[config.mk]
export PLATFORM = sky130hd
export DESIGN_NAME = coc_clock_output_ctrl
export DESIGN_NICKNAME = d
export VERILOG_FILES = /design/src/shared/coc_pkg.sv /design/src/rtl/coc_clock_output_ctrl.sv
export SDC_FILE = /design/constraint.sdc
export NUM_CORES = 1
export LEC_CHECK = 0
export ABC_CLOCK_PERIOD_IN_PS = 7400
export BUFFER_PORTS_ARGS = -buffer_cell sky130_fd_sc_hd__buf_2
export CORE_MARGIN = 2
export CORE_UTILIZATION = 60
export CTS_CLUSTER_DIAMETER = 120
export DETAILED_ROUTE_END_ITERATION = 8
export PLACE_DENSITY = 0.78
export SLEW_MARGIN = 20
export SYNTH_ARGS = -nofsm -noshare
export SYNTH_HDL_FRONTEND = slang
export SYNTH_SLANG_ARGS = --single-unit
export TNS_END_PERCENT = 50
[constraint.sdc]
create_clock -name sys_clk_in -period 7.4 [get_ports sys_clk_in]
set_input_delay 1.48 -clock sys_clk_in [delete_from_list [all_inputs] [get_ports sys_clk_in]]
set_output_delay 1.48 -clock sys_clk_in [all_outputs]
set_load 0.1 [all_outputs]
[src/shared/coc_pkg.sv]
package coc_pkg;
	localparam int NCH      = 8;
	localparam int ADDR_W   = 4;
	localparam int DATA_W   = 32;
	// Word addresses of the register file
	localparam logic [3:0] ADDR_CH0    = 4'h0;
	localparam logic [3:0] ADDR_BOOST  = 4'h9;
	localparam logic [3:0] ADDR_PROBE  = 4'hd;
	localparam logic [3:0] ADDR_DEVCTL = 4'he;
	localparam logic [3:0] ADDR_STATUS = 4'hf;
	// Channel register fields
	localparam int SOFT_RST_BIT = 31;
	localparam int PATH_HI      = 18;
	localparam int PATH_LO      = 17;
	localparam int ON_BIT       = 16;
	localparam int DIV_HI       = 15;
	localparam int DIV_LO       = 8;
	localparam int DLY_HI       = 7;
	localparam int DLY_LO       = 4;
	// Boost, device control and probe fields
	localparam int BOOST_BIT    = 16;
	localparam int CHOICE_BIT   = 29;
	localparam int ALL_ON_BIT   = 27;
	localparam int SHUTDOWN_BIT = 26;
	localparam int PROBE_W      = 3;
	// Reset values
	localparam logic [7:0]  DIV_RST    = 8'h01;
	localparam logic [3:0]  DLY_RST    = 4'h0;
	localparam logic [31:0] BOOST_RST  = 32'h00022a00;
	localparam logic [31:0] DEVCTL_RST = 32'h48000000;
	// Synchroniser order {align, gate, ref_b, ref_a}
	localparam logic [3:0]  SYNC_RST   = 4'hc;
	localparam int S_REF_A = 0;
	localparam int S_REF_B = 1;
	localparam int S_GATE  = 2;
	localparam int S_ALIGN = 3;
	// Path latencies of the analog stages, in ps
	localparam int LAT_W          = 12;
	localparam int DIV_STAGE_PS   = 100;
	localparam int DLY_STAGE_PS   = 400;
	localparam int DLY_STEP_PS    = 150;
	typedef enum logic [1:0] {
		PATH_BYPASS  = 2'h0,
		PATH_DIVIDED = 2'h1,
		PATH_DELAYED = 2'h2,
		PATH_DIV_DLY = 2'h3
	} coc_path_type;
endpackage

[src/rtl/coc_clock_output_ctrl.sv]
`timescale 1ns/100ps
// Behaviour
// - Divider acts only in divided or divided-and-delayed path modes.
// - Divide ratio is twice the 8-bit code; code zero is invalid.
// - Divider stage adds about 100 ps latency versus bypass.
// - Delay code acts only in delayed or divided-and-delayed modes.
// - Delay code adds 150 ps per step, 0 to 2250 ps.
// - Delay stage adds about 400 ps on top of coded delay.
// - A channel drives its clock only while its enable bit is set.
// - Gate pin low or global enable zero disables every channel.
// - An unconnected gate pin counts as high.
// - Boost bit puts all channels into raised swing together.
// - Shutdown bit powers everything down regardless of other settings.
// - Global enable overrides channel enables; one is normal, default.
// - Input choice zero selects second reference, one the first.
// - Path select: 0 bypass, 1 divided, 2 delayed, 3 both.
// - Channel fields at 18:17, 16, 15:8, 7:4; divide resets to one.
// - Bit 31 write to channel 0 restores all power-on values.
module coc_clock_output_ctrl #(
	parameter int NCH = coc_pkg::NCH
) (
	input  wire logic             sys_clk_in,     // System clock
	input  wire logic             sys_rst_in,     // Sync reset, high
	input  wire logic [3:0]       addr_in,        // Register address
	input  wire logic [31:0]      wr_data_in,     // Write data
	input  wire logic             wr_in,          // Write strobe
	input  wire logic             rd_in,          // Read strobe
	input  wire logic             ref_input_a_in, // First reference
	input  wire logic             ref_input_b_in, // Second reference
	input  wire logic             output_gate_pin_in, // Gate pin
	input  wire logic             align_n_in,     // Align pin, low
	output logic [31:0]           rd_data_out,    // Read data
	output logic [NCH-1:0]        chan_clk_out,   // Channel clocks
	output logic                  boost_out,      // Raised swing
	output logic                  shutdown_out    // Powered down
);

	logic [3:0]          sync1_ff;
	logic [3:0]          sync2_ff;
	logic                ref_prev_ff;
	logic [1:0]          path_ff [NCH];
	logic [NCH-1:0]      on_ff;
	logic [7:0]          div_ff [NCH];
	logic [3:0]          dly_ff [NCH];
	logic [31:0]         boost_ff;
	logic [31:0]         devctl_ff;
	logic [2:0]          probe_ff;
	logic [7:0]          cnt_ff [NCH];
	logic [NCH-1:0]      div_q_ff;
	logic [31:0]         nxt_rd_data;
	logic [NCH-1:0]      nxt_chan_clk;
	logic                ref_sel;
	logic                ref_edge;
	logic                soft_rst;
	logic                all_off;
	logic                shut;

	function automatic logic has_div(input logic [1:0] p);
		has_div = (p == coc_pkg::PATH_DIVIDED) ||
			(p == coc_pkg::PATH_DIV_DLY);
	endfunction

	function automatic logic has_dly(input logic [1:0] p);
		has_dly = (p == coc_pkg::PATH_DELAYED) ||
			(p == coc_pkg::PATH_DIV_DLY);
	endfunction

	// Modelled path latency of one channel in ps
	function automatic logic [11:0] lat_ps(
		input logic [1:0] p,
		input logic [3:0] d
	);
		logic [11:0] l;
		l = 12'h000;
		if (has_div(p)) begin
			l = l + 12'(coc_pkg::DIV_STAGE_PS);
		end
		if (has_dly(p)) begin
			l = l + 12'(coc_pkg::DLY_STAGE_PS)
				+ 12'(coc_pkg::DLY_STEP_PS) * 12'(d);
		end
		lat_ps = l;
	endfunction

	// Pins pass two flops; gate resets high as an open pin does
	always_ff @(posedge sys_clk_in) begin
		if (sys_rst_in) begin
			sync1_ff <= coc_pkg::SYNC_RST;
			sync2_ff <= coc_pkg::SYNC_RST;
		end else begin
			sync1_ff <= {align_n_in, output_gate_pin_in,
				ref_input_b_in, ref_input_a_in};
			sync2_ff <= sync1_ff;
		end
	end

	assign shut    = devctl_ff[coc_pkg::SHUTDOWN_BIT];
	assign ref_sel = devctl_ff[coc_pkg::CHOICE_BIT] ?
		sync2_ff[coc_pkg::S_REF_A] : sync2_ff[coc_pkg::S_REF_B];
	assign ref_edge = ref_sel & ~ref_prev_ff;
	assign all_off  = ~sync2_ff[coc_pkg::S_GATE] |
		~devctl_ff[coc_pkg::ALL_ON_BIT] | shut;
	assign soft_rst = wr_in && (addr_in == coc_pkg::ADDR_CH0) &&
		wr_data_in[coc_pkg::SOFT_RST_BIT];

	always_ff @(posedge sys_clk_in) begin
		if (sys_rst_in) begin
			ref_prev_ff <= 1'b0;
		end else begin
			ref_prev_ff <= ref_sel;
		end
	end

	// Register file
	always_ff @(posedge sys_clk_in) begin
		if (sys_rst_in || soft_rst) begin
			for (int i = 0; i < NCH; i++) begin
				path_ff[i] <= coc_pkg::PATH_BYPASS;
				on_ff[i]   <= 1'b0;
				div_ff[i]  <= coc_pkg::DIV_RST;
				dly_ff[i]  <= coc_pkg::DLY_RST;
			end
			boost_ff  <= coc_pkg::BOOST_RST;
			devctl_ff <= coc_pkg::DEVCTL_RST;
			probe_ff  <= 3'h0;
		end else if (wr_in) begin
			for (int i = 0; i < NCH; i++) begin
				if (addr_in == 4'(i)) begin
					path_ff[i] <= wr_data_in[coc_pkg::PATH_HI:
						coc_pkg::PATH_LO];
					on_ff[i]   <= wr_data_in[coc_pkg::ON_BIT];
					div_ff[i]  <= wr_data_in[coc_pkg::DIV_HI:
						coc_pkg::DIV_LO];
					dly_ff[i]  <= wr_data_in[coc_pkg::DLY_HI:
						coc_pkg::DLY_LO];
				end
			end
			case (addr_in)
				coc_pkg::ADDR_BOOST: begin
					boost_ff <= wr_data_in;
				end
				coc_pkg::ADDR_DEVCTL: begin
					devctl_ff <= wr_data_in;
				end
				coc_pkg::ADDR_PROBE: begin
					probe_ff <= wr_data_in[coc_pkg::PROBE_W-1:0];
				end
				default: begin
				end
			endcase
		end
	end

	// Read data stands only in the cycle after the strobe
	always_comb begin
		nxt_rd_data = 32'h0;
		for (int i = 0; i < NCH; i++) begin
			if (addr_in == 4'(i)) begin
				nxt_rd_data[coc_pkg::PATH_HI:coc_pkg::PATH_LO] =
					path_ff[i];
				nxt_rd_data[coc_pkg::ON_BIT] = on_ff[i];
				nxt_rd_data[coc_pkg::DIV_HI:coc_pkg::DIV_LO] =
					div_ff[i];
				nxt_rd_data[coc_pkg::DLY_HI:coc_pkg::DLY_LO] =
					dly_ff[i];
			end
		end
		case (addr_in)
			coc_pkg::ADDR_BOOST: begin
				nxt_rd_data = boost_ff;
			end
			coc_pkg::ADDR_DEVCTL: begin
				nxt_rd_data = devctl_ff;
			end
			coc_pkg::ADDR_PROBE: begin
				nxt_rd_data[coc_pkg::LAT_W-1:0] = lat_ps(path_ff[probe_ff],
					dly_ff[probe_ff]);
			end
			coc_pkg::ADDR_STATUS: begin
				nxt_rd_data[NCH-1:0] = chan_clk_out;
			end
			default: begin
			end
		endcase
	end

	always_ff @(posedge sys_clk_in) begin
		if (sys_rst_in) begin
			rd_data_out <= 32'h0;
		end else begin
			rd_data_out <= rd_in ? nxt_rd_data : 32'h0;
		end
	end

	// Per-channel dividers
	genvar g;
	generate
		for (g = 0; g < NCH; g++) begin : g_ch
			always_ff @(posedge sys_clk_in) begin
				if (sys_rst_in || shut ||
					!sync2_ff[coc_pkg::S_ALIGN] ||
					!has_div(path_ff[g])) begin
					cnt_ff[g]   <= 8'h00;
					div_q_ff[g] <= 1'b0;
				end else if (ref_edge) begin
					// Code zero treated as one
					if (cnt_ff[g] + 8'h01 >= div_ff[g]) begin
						cnt_ff[g]   <= 8'h00;
						div_q_ff[g] <= ~div_q_ff[g];
					end else begin
						cnt_ff[g] <= cnt_ff[g] + 8'h01;
					end
				end
			end
			always_comb begin
				if (all_off || !on_ff[g]) begin
					nxt_chan_clk[g] = 1'b0;
				end else if (has_div(path_ff[g])) begin
					nxt_chan_clk[g] = div_q_ff[g];
				end else begin
					nxt_chan_clk[g] = ref_sel;
				end
			end
		end
	endgenerate

	always_ff @(posedge sys_clk_in) begin
		if (sys_rst_in) begin
			chan_clk_out <= '0;
			boost_out    <= 1'b0;
			shutdown_out <= 1'b0;
		end else begin
			chan_clk_out <= nxt_chan_clk;
			boost_out    <= boost_ff[coc_pkg::BOOST_BIT] & ~shut;
			shutdown_out <= shut;
		end
	end
endmodule

# Yosys cells after proc, flatten, opt, wreduce, memory -nomap -nowiden
# Memories as Yosys holds them, arrays and structs flattened. A register that Yosys moved wholly into a read port is not among the register bits.
# Cells that the tools add are included.
# classes
add_sub_neg	10
mul	1
n_lt_le_gt_ge	8
n_eq_ne	30
mux	181
bitwise	57
n_reduce_logical	77
# ops
cell	n
$mux 8	24
$mux 1	123
$mux 15	8
$add 8x1->8 const B	8
$ge 8x8->1	8
$or 1x1->1	42
$pmux 20 s2	1
$reduce_and 2->1	19
$mux 4	8
$pmux 8 s4	1
$logic_or 1x1->1	29
$mux 12	2
$eq 2x2->1 const B	10
$eq 2x1->1 const B	9
$reduce_or 2->1	9
$logic_not 1->1	17
$eq 4x3->1 const B	4
$eq 4x4->1 const B	4
$mux 2	8
$not 1->1	13
$add 12x12->12	1
$add 12x9->12 const B	1
$mux 3	4
$pmux 4 s3	1
7 further kinds	10
# totals
reg_bits	134
ram_bits	176
inputBits	44
out_inout_bits	42
mem_count	4
# memory_table
memory	words	width	read_ports	rd_clocked_by_memory_dff	wr	line_no	rtl
cnt_ff	8	8	8	0	8	coc_clock_output_ctrl.sv:48	logic [7:0] cnt_ff [NCH];
div_ff	8	8	8	0	8	coc_clock_output_ctrl.sv:43	logic [7:0] div_ff [NCH];
dly_ff	8	4	9	1	8	coc_clock_output_ctrl.sv:44	logic [3:0] dly_ff [NCH];
path_ff	8	2	9	1	8	coc_clock_output_ctrl.sv:41	logic [1:0] path_ff [NCH];

# Depth between registers and ports, before layout
# logic_depth
depth_word	10
depth_mapped	19
mapped_depth_nobuf	18

# Worst setup path before layout
# OpenSTA, ideal clock, no wires.
# synth_path
kind	reg2reg
start	reg (tool-made name)
end	reg rd_data_out[10]
arrival_ps	3902
path_slack_ps	3419
path_stages_with_launch	20
n_path_buf	1
cell_sequence	dfxtp_1 -> buf_6 -> mux4_2 -> mux2i_1 -> inv_1 -> ha_1 -> inv_1 -> fa_1 -> inv_1 -> ha_1 -> and3b_1 -> nor2_1 -> xnor2_1 -> ha_1 -> inv_1 -> o21ba_2 -> and3_1 -> a21oi_1 -> or3_1 -> o211ai_1
# synth_lines
element	line_no	rtl
end signal, assigned	coc_clock_output_ctrl.sv:191	rd_data_out <= rd_in ? nxt_rd_data : 32'h0;
end, declared	coc_clock_output_ctrl.sv:32	output logic [31:0] rd_data_out,

==> impl_metrics.ini <==
[critical_path]
cp_max_fo = 11
cp_data_arrival_time_ns = 5.17
crit_path_end_kind = flip-flop
worstSetupPathType = flip-flop to flip-flop
cp-start-kind = flip-flop
worstPathRequired_ns = 7.84

[clock_network]
insertion_delay_ns = 0.53
cts_resized = 0
clock-sinks = 313
cts_buffers = 34
htree_levels = 2
hold_buffers = 0
path_clk_slew_ns = 0.06
clockRootBuffer = clkbuf_16
cts_tree = yes
cts.path.max_buffers = 3
cts_setup_buffers = 0

[floorplan]
die_area_um2 = 27700
rows = 59
top_level_ports = 86
die_x_um = 167
die_y_um = 167
core_um2 = 26000
initial_utilization_pct = 61.0

[sta]
finalCritPeriodShare_pct = 64.0
finalSetupViolations = 0
max_freq_ghz = 0.211
relSlewSlack_pct = 39.0
worstMarginPinSlew_ns = 0.910
fin_skew_ns = 0.0189
slew_violations = 0
rsz0062_at_grt = false
hold_viol_final = 0
finalCriticalPeriod_ns = 4.73
tns_ns = 0

[finish]
fin_area_um2 = 17700
diodes = 0
num-fill-cells = 2006
drive_above_1_share_pct = 12.4
area_growth_pct = 11.4
final_cell_mix = 210 x nand2_1, 176 x edfxtp_1, 137 x dfxtp_1, 111 x a21oi_1, 96 x and2_1
finalNetCount = 1741
final_common_cell = nand2_1
instances_no_fill = 1968

[synth]
synth_cells = 1545
synth_edf_count = 176
synth_warnings = 0
syn_nets = 1679
ys_seq_elements = 313
async_flop_share_pct = 0
synthFlopType = edfxtp_1
synth.avg_cell_area_um2 = 10.3
synth_area_um2 = 15900
synth-seq-area-share_pct = 50.6
synth_cell_type_count = 55

[detailed_routing]
route.detailed.drc = 0
vias = 12200
wl_per_cell_um = 21.1
viasPerCell = 6.20
drt_iter0_drc = 1381
dr.pass1.iters = 6
drt.antenna.violating_nets = 0
drt-total-wl_mm = 41.6

[pwr]
ir_drop_mv = 0.219
leakagePower_nw = 7.23
power_density_nw_per_um2 = 240

[placed_design]
dp_cells = 1906
postPlaceCellArea_um2 = 16500
place.gp.congestion = 0.964
portBuffers = 85
hpwlAfterDp_mm = 29.5

[global_route]
groute.usage.overall_pct = 29.9
antenna_found_initial = 0
overflow = 0
grt_pass1_wl_mm = 65.4
grt_pass1_vias = 12000
grt_start_max_net_pins = 62

[hold_path]
hold_path.class = flip-flop to flip-flop

[run]
maxCapViolations = 0

[outcome]
run_status = finished, final reports clean
[through the flow]
stage | worst slack, ns | hold slack [ns] | util (%) | total power, mW
global placement | 2.78 | 0.410 | 63.5 | 2.50
CTS | 2.68 | 0.427 | 68.0 | 4.24
global route | 2.41 | 0.428 | 68.0 | 4.37
floorplan | 3.42 | 0.389 | - | 2.35
finish | 2.67 | 0.421 | 68.0 | 4.24
detailed placement | 2.69 | 0.408 | 63.5 | 2.52
[logic make-up after synthesis]
logic type	synth area share, %
simple gates	17.6
compound gates	11.8
flops	50.6
fa+ha+maj	7.15
buf+inv	3.99
xor+xnor	3.15
mux	5.69
[final timing paths]
path | slack [ns] | cells after the start | from | end
max | 2.67 | 18 | flip-flop | rd_data_out[10]$_SDFF_PP0_
min | 0.42 | 1 | sync1_ff[3]$_SDFF_PP1_ | sync2_ff[3]$_SDFF_PP1_
max reg2reg | 2.67 | 18 | flip-flop | rd_data_out[10]$_SDFF_PP0_
min reg2reg | 0.42 | 1 | sync1_ff[3]$_SDFF_PP1_ | sync2_ff[3]$_SDFF_PP1_
[registers in the layout (all words and copies together), names as in the netlist, named ones only]
signal and cells:
probe_ff 3, boost_ff 32, path_ff 16, on_ff 8, cnt_ff 64, div_q_ff 8
ref_prev_ff 1, sync2_ff 4, devctl_ff 32, rd_data_out 32, chan_clk_out 8, sync1_ff 4
boost_out 1, div_ff 64, shutdown_out 1, dly_ff 32
[worst max-delay path, cell delays in order, from the launching register on]
cell      delay, ns
dfxtp_1        0.79
mux4_2         0.58
mux2i_1        0.32
inv_1          0.18
ha_1           0.32
inv_1          0.05
fa_1           0.38
inv_1          0.06
ha_1           0.25
and3b_1        0.20
nor2_1         0.13
xnor2_1        0.16
ha_1           0.28
inv_1          0.09
o21ba_2        0.15
and3_1         0.18
a21oi_1        0.06
or3_1          0.38
o211ai_1       0.08
[layout make-up]
class                      instances  area, um2  share of cell area (%)
clock buffer                      48        976                    5.53
multi-input combinational       1071       7220                    40.9
sequential                       313       8030                    45.5
inverter                          91        342                    1.93
tap                              335        419                    2.37
clock inverter                    14        171                   0.971
timing repair buffer              96        508                    2.88
[report_power, final]
part           internal [mW]  switching, mW  total (mW)
logic                  0.194          0.327       0.521
registers               1.92         0.0635        1.98
clock network           1.03          0.703        1.74
total                   3.15           1.09        4.24
[routing by layer]
metal | GRT usage [%] | wire [um]
met1 | 40.3 | 16300
met2 | 46.8 | 19000
met3 | 7.27 | 4680
met4 | 11.9 | 1640
met5 | 0 | 0
[Yosys cell counts, types with 3 or more instances]
cell	n	area [um2]
a21o_1	20	150
mux2i_1	26	260
a211o_1	8	70.1
nand2_1	212	796
a2111o_1	5	56.3
a2111oi_0	18	158
clkbuf_1	51	191
o21bai_1	3	22.5
and3_1	21	131
and2_1	97	607
a221oi_1	4	35.0
or3_1	14	87.6
a222oi_1	11	110
nand3_1	55	275
o21a_1	12	90.1
or2_2	11	68.8
nor3_1	6	30.0
nand2b_1	13	81.3
edfxtp_1	176	5290
nor2b_1	51	319
a211oi_1	7	52.6
xnor2_1	29	254
nor2_1	83	312
o21ai_0	53	265
buf_2	9	45.0
a31oi_1	7	43.8
dfxtp_1	137	2740
mux2_2	5	56.3
nand3b_1	3	22.5
a22oi_1	17	128
o22ai_1	5	31.3
mux4_2	26	586
xor2_1	28	245
inv_1	91	342
ha_1	89	1110
a21oi_1	112	561
buf_1	6	22.5
(Power assumes the default switching activity.)
